--- src/logic/csf_defines.svh ---
`ifndef CSF_DEFINES_SVH
`define CSF_DEFINES_SVH

// register indices (byte address is four times the index)
`define CSF_STATUS_IDX_BANK0 8'h03
`define CSF_STATUS_IDX_BANK1 8'h83
`define CSF_ADDR_VIEW_IDX 8'h10

// status file address as seen by the instruction stream
`define CSF_STATUS_FILE_ADDR 7'h03

// status field positions
`define CSF_BIT_INDIRECT_BANK 7
`define CSF_BIT_BANK_HIGH 6
`define CSF_BIT_BANK_LOW 5
`define CSF_BIT_WDOG_EXPIRED 4
`define CSF_BIT_SLEEP_ENTERED 3
`define CSF_BIT_ZERO 2
`define CSF_BIT_NIBBLE_CARRY 1
`define CSF_BIT_CARRY 0

// reset value and writable bits of the status byte
`define CSF_STATUS_RESET 8'h18
`define CSF_STATUS_WR_MASK 8'hE7

// bytes in one data-memory bank
`define CSF_BANK_BYTES 128

`endif

--- src/logic/csf_pkg.sv ---
`default_nettype none
package csf_pkg;
	typedef enum logic [1:0] {
		CSF_ALU_NONE = 2'h0,
		CSF_ALU_ADD = 2'h1,
		CSF_ALU_SUB = 2'h2,
		CSF_ALU_LOGIC = 2'h3
	} csf_alu_op_t;

	typedef enum logic [2:0] {
		CSF_ST_IDLE = 3'b001,
		CSF_ST_WR = 3'b010,
		CSF_ST_RD = 3'b100
	} csf_bus_state_t;
endpackage : csf_pkg
`default_nettype wire

--- src/logic/csf_alu_flags.sv ---
`default_nettype none
module csf_alu_flags (
	// operation and operands
	input wire csf_pkg::csf_alu_op_t alu_op,
	input wire logic [7:0] alu_a,
	input wire logic [7:0] alu_b,
	input wire logic [7:0] alu_logic_res,
	// flag values and update enables
	output logic zero_val,
	output logic nibble_carry_val,
	output logic carry_val,
	output logic zero_en,
	output logic arith_en
);
	import csf_pkg::*;

	wire is_sub = (alu_op == CSF_ALU_SUB);
	wire is_arith = (alu_op == CSF_ALU_ADD) || is_sub;
	// subtraction adds the two's complement, so carry reads as not-borrow
	wire [7:0] opnd_b = is_sub ? ~alu_b : alu_b;
	wire [8:0] cin = {8'h00, is_sub};
	wire [8:0] full_sum = {1'b0, alu_a} + {1'b0, opnd_b} + cin;
	wire [4:0] low_sum = {1'b0, alu_a[3:0]} + {1'b0, opnd_b[3:0]} + cin[4:0];
	wire [7:0] result = is_arith ? full_sum[7:0] : alu_logic_res;

	assign zero_val = (result == 8'h00);
	assign nibble_carry_val = low_sum[4];
	assign carry_val = full_sum[8];
	assign zero_en = (alu_op != CSF_ALU_NONE);
	assign arith_en = is_arith;
endmodule : csf_alu_flags
`default_nettype wire

--- src/logic/csf_ahb_slave.sv ---
`default_nettype none
module csf_ahb_slave #(
	parameter int ADDR_W = 12
) (
	// clock and reset
	input wire logic hclk,
	input wire logic hresetn,
	// ahb-lite slave side
	input wire logic hsel,
	input wire logic [ADDR_W-1:0] haddr,
	input wire logic [1:0] htrans,
	input wire logic hwrite,
	input wire logic [2:0] hsize,
	input wire logic hready,
	input wire logic [31:0] hwdata,
	output logic hreadyout,
	output logic hresp,
	output logic [31:0] hrdata,
	// register side
	output logic reg_wr,
	output logic [7:0] reg_idx,
	output logic [7:0] reg_wdata,
	input wire logic [31:0] reg_rdata
);
	import csf_pkg::*;

	// haddr[9:2] carries the register index
	if (ADDR_W < 10 || ADDR_W > 32) begin : g_bad_addr_w
		$error("csf_ahb_slave: ADDR_W must be 10 to 32");
	end

	csf_bus_state_t state_ff, nxt_state;
	logic [7:0] idx_ff;
	logic [31:0] hrdata_ff;
	logic ready_ff;

	// only whole-word transfers are served; others complete with no effect
	wire take = hsel && htrans[1] && hready;
	wire word = (hsize == 3'h2);
	wire [7:0] addr_idx = haddr[9:2];

	always_comb begin
		nxt_state = CSF_ST_IDLE;
		if (take && word) begin
			nxt_state = hwrite ? CSF_ST_WR : CSF_ST_RD;
		end else if (state_ff == CSF_ST_RD && !ready_ff) begin
			nxt_state = CSF_ST_RD;
		end
	end

	always_ff @(posedge hclk or negedge hresetn) begin
		if (!hresetn) begin
			state_ff <= CSF_ST_IDLE;
			idx_ff <= 8'h00;
			hrdata_ff <= 32'h0000_0000;
			ready_ff <= 1'b1;
		end else begin
			state_ff <= nxt_state;
			if (take) begin
				idx_ff <= addr_idx;
			end
			// reads wait one cycle so a write just before them is seen
			ready_ff <= !(take && word && !hwrite);
			if (state_ff == CSF_ST_RD && !ready_ff) begin
				hrdata_ff <= reg_rdata;
			end
		end
	end

	assign reg_wr = (state_ff == CSF_ST_WR);
	assign reg_idx = idx_ff;
	assign reg_wdata = hwdata[7:0];
	assign hreadyout = ready_ff;
	assign hresp = 1'b0;
	assign hrdata = hrdata_ff;
endmodule : csf_ahb_slave
`default_nettype wire

--- src/logic/csf_status_reg.sv ---
// Behaviour
// - status byte reachable at file address 03h and 83h.
// - indirect bank bit one selects banks 2-3, zero selects banks 0-1.
// - direct bank field 01 selects bank 1, 00 selects bank 0.
// - banks are 128 bytes; software keeps upper bank bit zero.
// - watchdog flag set by power-up, watchdog clear and sleep.
// - watchdog flag cleared when the watchdog timer expires.
// - sleep flag set by power-up or watchdog clear.
// - sleep flag cleared by the sleep instruction.
// - zero flag follows whether the operation result is zero.
// - nibble carry from bit 3; inverted borrow on subtract.
// - carry from bit 7; inverted borrow on subtract.
// - flag-updating instruction writing status keeps flag logic on those bits.
// - software writes never change watchdog and sleep flags.
//
// The implementer's own choice: the AHB-Lite interface to the registers.
`include "csf_defines.svh"
`default_nettype none
module csf_status_reg #(
	parameter int ADDR_W = 12
) (
	// clock and reset
	input wire logic hclk,
	input wire logic hresetn,
	// ahb-lite register bus
	input wire logic hsel,
	input wire logic [ADDR_W-1:0] haddr,
	input wire logic [1:0] htrans,
	input wire logic hwrite,
	input wire logic [2:0] hsize,
	input wire logic hready,
	input wire logic [31:0] hwdata,
	output logic hreadyout,
	output logic hresp,
	output logic [31:0] hrdata,
	// instruction stream file access
	input wire logic [6:0] core_file_addr,
	input wire logic core_wr_en,
	input wire logic [7:0] core_wr_data,
	input wire logic [7:0] core_indirect_ptr,
	// alu result
	input wire csf_pkg::csf_alu_op_t alu_op,
	input wire logic [7:0] alu_a,
	input wire logic [7:0] alu_b,
	input wire logic [7:0] alu_logic_res,
	// core events
	input wire logic watchdog_clear_instr,
	input wire logic sleep_instr,
	input wire logic watchdog_timer_expired,
	// status and address outputs
	output logic [7:0] status_out,
	output logic [8:0] direct_addr,
	output logic [8:0] indirect_addr,
	output logic status_hit
);
	import csf_pkg::*;

	// haddr[9:2] carries the register index
	if (ADDR_W < 10 || ADDR_W > 32) begin : g_bad_addr_w
		$error("csf_status_reg: ADDR_W must be 10 to 32");
	end

	function automatic logic is_status_idx(input logic [7:0] idx);
		is_status_idx = (idx == `CSF_STATUS_IDX_BANK0) || (idx == `CSF_STATUS_IDX_BANK1);
	endfunction : is_status_idx

	logic [7:0] status_ff, nxt_status;
	logic [8:0] direct_addr_ff;
	logic [8:0] indirect_addr_ff;
	logic status_hit_ff;

	logic bus_wr;
	logic [7:0] bus_idx;
	logic [7:0] bus_wdata;
	logic [31:0] bus_rdata;

	logic zero_val;
	logic nibble_carry_val;
	logic carry_val;
	logic zero_en;
	logic arith_en;

	csf_ahb_slave #(
		.ADDR_W(ADDR_W)
	) u_bus (
		.hclk(hclk),
		.hresetn(hresetn),
		.hsel(hsel),
		.haddr(haddr),
		.htrans(htrans),
		.hwrite(hwrite),
		.hsize(hsize),
		.hready(hready),
		.hwdata(hwdata),
		.hreadyout(hreadyout),
		.hresp(hresp),
		.hrdata(hrdata),
		.reg_wr(bus_wr),
		.reg_idx(bus_idx),
		.reg_wdata(bus_wdata),
		.reg_rdata(bus_rdata)
	);

	csf_alu_flags u_flags (
		.alu_op(alu_op),
		.alu_a(alu_a),
		.alu_b(alu_b),
		.alu_logic_res(alu_logic_res),
		.zero_val(zero_val),
		.nibble_carry_val(nibble_carry_val),
		.carry_val(carry_val),
		.zero_en(zero_en),
		.arith_en(arith_en)
	);

	// current bank fields
	wire indirect_bank_select = status_ff[`CSF_BIT_INDIRECT_BANK];
	wire bank_select_high_reserved = status_ff[`CSF_BIT_BANK_HIGH];
	wire bank_select_low = status_ff[`CSF_BIT_BANK_LOW];

	// file address 03h in bank 0 or 83h in bank 1
	wire core_hit = (core_file_addr == `CSF_STATUS_FILE_ADDR) && !bank_select_high_reserved;
	wire core_wr = core_wr_en && core_hit;
	wire bus_hit = bus_wr && is_status_idx(bus_idx);

	// instruction write wins over a bus write in the same cycle
	wire any_wr = core_wr || bus_hit;
	wire [7:0] wr_data = core_wr ? core_wr_data : bus_wdata;
	wire flag_block = core_wr && zero_en;

	// bank select bits from writes only
	wire [7:0] wr_masked = (wr_data & `CSF_STATUS_WR_MASK) | (status_ff & ~`CSF_STATUS_WR_MASK);

	// watchdog expired flag: setting events win over expiry
	wire wdog_flag_set = watchdog_clear_instr || sleep_instr;
	wire nxt_wdog_flag = wdog_flag_set ? 1'b1
		: (watchdog_timer_expired ? 1'b0
		: status_ff[`CSF_BIT_WDOG_EXPIRED]);

	// sleep entered flag: sleep clears, watchdog clear sets
	wire nxt_sleep_flag = watchdog_clear_instr ? 1'b1
		: (sleep_instr ? 1'b0
		: status_ff[`CSF_BIT_SLEEP_ENTERED]);

	// flag logic overrides the data write on the three alu bits
	wire wr_flags = any_wr && !flag_block;
	wire nxt_zero = zero_en ? zero_val
		: (wr_flags ? wr_data[`CSF_BIT_ZERO] : status_ff[`CSF_BIT_ZERO]);
	wire nxt_nibble = arith_en ? nibble_carry_val
		: (wr_flags ? wr_data[`CSF_BIT_NIBBLE_CARRY] : status_ff[`CSF_BIT_NIBBLE_CARRY]);
	wire nxt_carry = arith_en ? carry_val
		: (wr_flags ? wr_data[`CSF_BIT_CARRY] : status_ff[`CSF_BIT_CARRY]);

	wire [7:0] upper_bits = any_wr ? wr_masked : status_ff;

	always_comb begin
		nxt_status = upper_bits;
		nxt_status[`CSF_BIT_WDOG_EXPIRED] = nxt_wdog_flag;
		nxt_status[`CSF_BIT_SLEEP_ENTERED] = nxt_sleep_flag;
		nxt_status[`CSF_BIT_ZERO] = nxt_zero;
		nxt_status[`CSF_BIT_NIBBLE_CARRY] = nxt_nibble;
		nxt_status[`CSF_BIT_CARRY] = nxt_carry;
	end

	// addresses use the bank fields as they stand after this cycle
	wire [1:0] nxt_bank = {nxt_status[`CSF_BIT_BANK_HIGH], nxt_status[`CSF_BIT_BANK_LOW]};
	wire [8:0] nxt_direct = {nxt_bank, core_file_addr};
	wire [8:0] nxt_indirect = {nxt_status[`CSF_BIT_INDIRECT_BANK], core_indirect_ptr};

	// bus read mux; unmapped indices read zero
	wire view_hit = (bus_idx == `CSF_ADDR_VIEW_IDX);
	assign bus_rdata = is_status_idx(bus_idx) ? {24'h00_0000, status_ff}
		: (view_hit ? {7'h00, indirect_addr_ff, 7'h00, direct_addr_ff} : 32'h0000_0000);

	always_ff @(posedge hclk or negedge hresetn) begin
		if (!hresetn) begin
			status_ff <= `CSF_STATUS_RESET;
			direct_addr_ff <= 9'h000;
			indirect_addr_ff <= 9'h000;
			status_hit_ff <= 1'b0;
		end else begin
			status_ff <= nxt_status;
			direct_addr_ff <= nxt_direct;
			indirect_addr_ff <= nxt_indirect;
			status_hit_ff <= core_hit;
		end
	end

	assign status_out = status_ff;
	assign direct_addr = direct_addr_ff;
	assign indirect_addr = indirect_addr_ff;
	assign status_hit = status_hit_ff;

	wire unused_ok = &{1'b0, indirect_bank_select, bank_select_low};
endmodule : csf_status_reg
`default_nettype wire

--- config.mk ---
export PLATFORM = sky130hd
export DESIGN_NAME = csf_status_reg
export DESIGN_NICKNAME = d
export VERILOG_FILES = /design/src/logic/csf_pkg.sv /design/src/logic/csf_alu_flags.sv /design/src/logic/csf_ahb_slave.sv /design/src/logic/csf_status_reg.sv
export VERILOG_INCLUDE_DIRS = /design/src /design/src/logic
export SDC_FILE = /design/constraint.sdc
export NUM_CORES = 1
export LEC_CHECK = 0
export BUFFER_PORTS_ARGS = -buffer_cell sky130_fd_sc_hd__buf_2
export CAP_MARGIN = 20
export CORE_ASPECT_RATIO = 1.75
export CORE_MARGIN = 4
export CORE_UTILIZATION = 47
export DETAILED_ROUTE_END_ITERATION = 7
export HOLD_SLACK_MARGIN = 0.1
export PLACE_DENSITY = 0.88
export SKIP_LAST_GASP = 1
export SLEW_MARGIN = 20
export SYNTH_ARGS = -nofsm -noshare
export SYNTH_HDL_FRONTEND = slang
export SYNTH_SLANG_ARGS = --single-unit
export TNS_END_PERCENT = 100
--- constraint.sdc ---
create_clock -name hclk -period 4.9 [get_ports hclk]
set_clock_uncertainty 0.05 [all_clocks]
set_input_delay 0.98 -clock hclk [delete_from_list [all_inputs] [get_ports hclk]]
set_output_delay 0.98 -clock hclk [all_outputs]
set_load 0.01 [all_outputs]
* Word level (Yosys, flattened, before mapping)
Index checks and enable logic that the tools add are counted.
** Operators by class
- Equality and inequality tests :: 9
- Reductions and logical operators :: 25
- Bitwise gates (word level) :: 2
- Add/subtract/negate cells :: 4
- Muxes and demuxes :: 19
** Operator list (number)
- $mux 25 :: 2
- $mux 8 :: 4
- $logic_and 1x1->1 :: 10
- $mux 1 :: 10
- $reduce_bool 2->1 :: 5
- $add 8x8->9 :: 1
- $add 9x1->9 :: 1
- $mux 3 :: 3
- $eq 8x2->1 const B :: 1
- $eq 8x5->1 const B :: 1
- $eq 8x8->1 const B :: 1
- $logic_not 8->1 :: 1
- $not 8->8 :: 1
- $or 8x5->8 :: 1
- $eq 7x2->1 const B :: 1
- $eq 3x2->1 const B :: 2
- $add 4x4->5 :: 1
- $add 5x1->5 :: 1
- $logic_not 1->1 :: 5
- $logic_or 1x1->1 :: 4
- $eq 3x3->1 const B :: 1
- $eq 2x1->1 const B :: 1
- $eq 2x2->1 const B :: 1
** Storage, ports and cells
- Logic and storage cells :: 71
- Output and inout bits :: 61
- Input port bits :: 107
- Register bits after elaboration :: 71

* Depth between registers and ports, before layout
- Word-level depth :: 8
- Gate-level depth with buffers :: 12

* Hierarchy
From an unflattened synthesis, not the netlist that was laid out.
** Unflattened totals
- Cell total of the unflattened synthesis :: 266
- Area, all modules :: 3364.5 um2
** By module, submodules not included
- csf_ahb_slave :: area each 1745.4 um2, times used 1, cells an instance 106
- csf_status_reg :: area each 1087.3 um2, times used 1, cells an instance 94
- csf_alu_flags :: area each 531.8 um2, times used 1, cells an instance 66

* Least setup slack after synthesis
OpenSTA, ideal clock, no wires.
- Path type :: input -> register
- Start point :: input alu_op[0]
- End point :: register status_ff[2], in the netlist status_out[2]
- Setup slack :: 1.687 ns
- Library setup time :: 0.077 ns
- Required time :: 4.773 ns
- Data arrival time :: 3.086 ns
- Stages :: 11
- Path through :: inv_1 -> ha_1 -> clkbuf_1 -> xor2_1 -> fa_1 -> nand3_1 -> nand2_1 -> mux2_2 -> o311ai_0 -> o2111ai_1 -> a21oi_1
** Between the ends
- Word-level cells in the longest chain between the ends :: 7
- Elaborated cells on any way between the ends :: 14
- Those cells by class :: add/sub: 2; eq/ne: 2; mux: 3; reduce/logical: 7
** Ends and longest elaborated chain
- start: declaration :: line csf_status_reg.sv:42 : input wire csf_pkg::csf_alu_op_t alu_op,
- $eq 2x2->1 :: line csf_alu_flags.sv:17 : wire is_sub = (alu_op == CSF_ALU_SUB);
- $mux 8 :: line csf_alu_flags.sv:20 : wire [7:0] opnd_b = is_sub ? ~alu_b : alu_b;
- $add 8x8->9 :: line csf_alu_flags.sv:22 : wire [8:0] full_sum = {1'b0, alu_a} + {1'b0, opnd_b} + cin;
- $add 9x1->9 :: line csf_alu_flags.sv:22
- $mux 8 :: line csf_alu_flags.sv:24 : wire [7:0] result = is_arith ? full_sum[7:0] : alu_logic_res;
- $logic_not 8->1 :: line csf_alu_flags.sv:26 : assign zero_val = (result == 8'h00);
- $mux 1 :: line csf_status_reg.sv:147 : wire nxt_zero = zero_en ? zero_val
- end signal: assignment :: line csf_status_reg.sv:177 : status_ff <= `CSF_STATUS_RESET;
- end signal: assignment :: line csf_status_reg.sv:182 : status_ff <= nxt_status;
- end: declaration :: line csf_status_reg.sv:67 : logic [7:0] status_ff, nxt_status;
Several ways; a longest one is shown, not always the timed one.
A chain may end at the register's enable or synchronous reset.

* Worst setup path after layout
Ends and elaborated chain as after synthesis.

==> flow_summary.json <==
{
  "synth_area_sq_mm": 0.00275,
  "ant_nets": 0,
  "critPathMaxFanout": 8,
  "area_growth_syn_to_layout_pct": 24.1,
  "fp.coreArea_sq_mm": 0.00563,
  "wire_per_inst_um": 14.6,
  "crit_required_ns": 5.08,
  "setup_violations": 0,
  "period_needed_ns": 3.28,
  "vdd_drop_max_v": 0.000130,
  "port_buffers": 119,
  "start_kind": "primary input",
  "hpwl_mm": 5.40,
  "yosysTopAreaCellShare": 0.455,
  "vias_per_cell": 5.08,
  "grtUsageTotal": 0.181,
  "pin_count": 168,
  "fmax_ghz": 0.305,
  "drive_gt1_frac": 0.397,
  "netlist_top_cells_count": "dfrtp_1 (50), nor2_1 (29), nand2_1 (28)",
  "slew_violations": 0,
  "clk_pin_slew_ns": 0.09,
  "p_per_area_mw_per_mm2": 271,
  "layoutNonFillerInstCount": 451,
  "avgSynthCellArea_sq_um": 10.5,
  "min_path_type": "reg -> reg",
  "cts.hold.buffers_added": 0,
  "min_period_over_period": 0.669,
  "seq_area_sq_mm": 0.00136,
  "synth_cell_types": 47,
  "synth_ff_type": "dfrtp_1",
  "cap_violations": 0,
  "hold_slack_ns": 0.440,
  "htree_levels": 2,
  "relSlewSlack": 0.342,
  "worst_slew_pin_slew_ns": 0.982,
  "drt_iter0_drc": 110,
  "root_buffer": "clkbuf_8",
  "multi_input_area_sq_mm": 0.00123,
  "dpl_cell_area_sq_mm": 0.00332,
  "grt_pass1_vias": 2277,
  "netlist_instances": 261,
  "wl_mm": 6.57,
  "route.detailed.drc": 0,
  "yosysMostFrequentCell": "dfrtp_1",
  "end_kind": "register",
  "finalPower_mw": 0.926,
  "antenna_found_initial": 0,
  "arrival_ns": 3.46,
  "clockBufferDepth": 2,
  "cts_sinks": 54,
  "rows": 36,
  "post-cts-setup-buffers": 0,
  "dp.cells": 443,
  "final_nets": 494,
  "tns_ns": 0,
  "grt_overflow_total": 0,
  "yosys_warnings": 0,
  "final_util": 0.606,
  "clkLatencyLatePin_ns": 0.31,
  "cts_resized": 0,
  "ys_ff_latch": 54,
  "p_leak_nw": 1.78,
  "post-synth-top-area-cell": "dfrtp_1",
  "first_pass_iters": 4,
  "path_class": "in -> reg",
  "initial_core_util": 0.489,
  "post-place-ws_ns": 1.30,
  "fill_cells": 494,
  "ys_async_sr_fraction": 1.00,
  "cts_buffers": 5,
  "grt_start_max_net_pins": 55,
  "place.gp.congestion": 0.775,
  "dieWidth_um": 65.8,
  "ys_seq_area_frac": 0.493,
  "finalHoldViolations": 0,
  "synth_edf_count": 0,
  "finalInstanceArea_sq_mm": 0.00341,
  "timing.final.ws_setup_ns": 1.62,
  "grt_pass1_wl_mm": 10.0,
  "status": "finished clean",
  "rsz0062_at_grt": "no",
  "die_area_sq_mm": 0.00719,
  "diodes": 0,
  "synth_area_leaders": "dfrtp_1 (45%), buf_4 (5.7%), ha_1 (5.5%)",
  "vias": 2289,
  "die_y_um": 109,
  "cts_tree": "yes"
}
## final cells by class
| class | count | area share |
|---|---|---|
| Clock buffer | 6 | 0.0242 |
| Inverter | 8 | 0.00880 |
| Timing Repair Buffer | 120 | 0.177 |
| Sequential cell | 54 | 0.397 |
| Tap cell | 76 | 0.0279 |
| Multi-Input combinational cell | 185 | 0.361 |
| Clock inverter | 2 | 0.00367 |
## worst max-delay path, cell delays in order
cell and delay [ns]:
buf_2 0.08, inv_1 0.05, ha_1 0.35, mux2i_1 0.30, inv_1 0.09, fa_1 0.41, nand3_1 0.15, nand2_1 0.12
mux2_2 0.29, o311ai_0 0.28, o2111ai_1 0.20, a21oi_1 0.17
## cell usage in the layout, fill, tap and decap left out, types with 2 or more instances in the layout
| master | netlist | routed |
|---|---|---|
| o21a_1 | 2 | 2 |
| nand2_1 | 28 | 28 |
| buf_2 | 1 | 119 |
| nor3_1 | 4 | 4 |
| or4_4 | 2 | 2 |
| or4_1 | 2 | 2 |
| xnor2_1 | 2 | 2 |
| ha_1 | 12 | 12 |
| xor2_1 | 9 | 9 |
| dfstp_2 | 4 | 4 |
| a21oi_1 | 11 | 11 |
| mux2i_1 | 6 | 6 |
| nor2_1 | 29 | 29 |
| mux2_2 | 10 | 10 |
| and2_1 | 2 | 2 |
| o21ai_0 | 13 | 13 |
| nand3_1 | 4 | 4 |
| dfrtp_1 | 50 | 50 |
| a221oi_1 | 8 | 8 |
| a21o_1 | 3 | 3 |
| conb_1 | 1 | 15 |
| o22ai_1 | 2 | 2 |
| clkbuf_8 | 0 | 6 |
| nor4b_1 | 2 | 2 |
| inv_1 | 8 | 8 |
## state kept, by name, indices dropped and copies added (netlist names)
name / flops
indirect_addr: 8
u_bus.reg_idx: 8
status_hit: 1
status_out: 7
direct_addr: 8
u_bus.hrdata: 18
u_bus.state_ff: 3
u_bus.hreadyout: 1
## cells by family (layout without fill, tap and decap cells)
group           Yosys count  after routing  share of synthesized area
compound gates           47             47                      0.117
xor+xnor                 11             11                     0.0350
fa+ha+maj                13             13                     0.0618
buf+inv                  36            136                     0.0809
flops                    54             54                      0.493
mux                      16             16                     0.0628
other cells               1             15                    0.00136
simple gates             83             83                      0.148
## worst paths after layout
path | slack (ns) | cells after the start | to | start
setup / recovery | 1.62 | 12 | status_out[2] | alu_op[0]
max in group asynchronous | 3.64 | 2 | u_bus.state_ff[2] | hresetn
hold reg to reg | 0.44 | 2 | u_bus.hrdata[22] | u_bus.hrdata[22]
hold / removal | 0.44 | 2 | u_bus.hrdata[22] | u_bus.hrdata[22]
min in group asynchronous | 0.73 | 2 | direct_addr[3] | hresetn
setup reg to reg | 2.57 | 6 | status_out[0] | status_out[6]
## power by group
group / switching (mW) / leakage [nW] / total [mW] / internal [mW]
sequential: 0.0211 / 0.677 / 0.494 / 0.473
combinational: 0.0933 / 1.05 / 0.178 / 0.0851
clock: 0.140 / 0.0472 / 0.253 / 0.114
total: 0.254 / 1.78 / 0.926 / 0.672
## metal layers
layer | up-vias | GRT usage | part of all wire
li1 | 1103 | - | -
met4 | 0 | 0.0816 | 0.022
met5 | - | 0 | 0
met1 | 1070 | 0.179 | 0.34
met3 | 10 | 0.0371 | 0.085
met2 | 106 | 0.350 | 0.55
(Power assumes the default switching activity.)
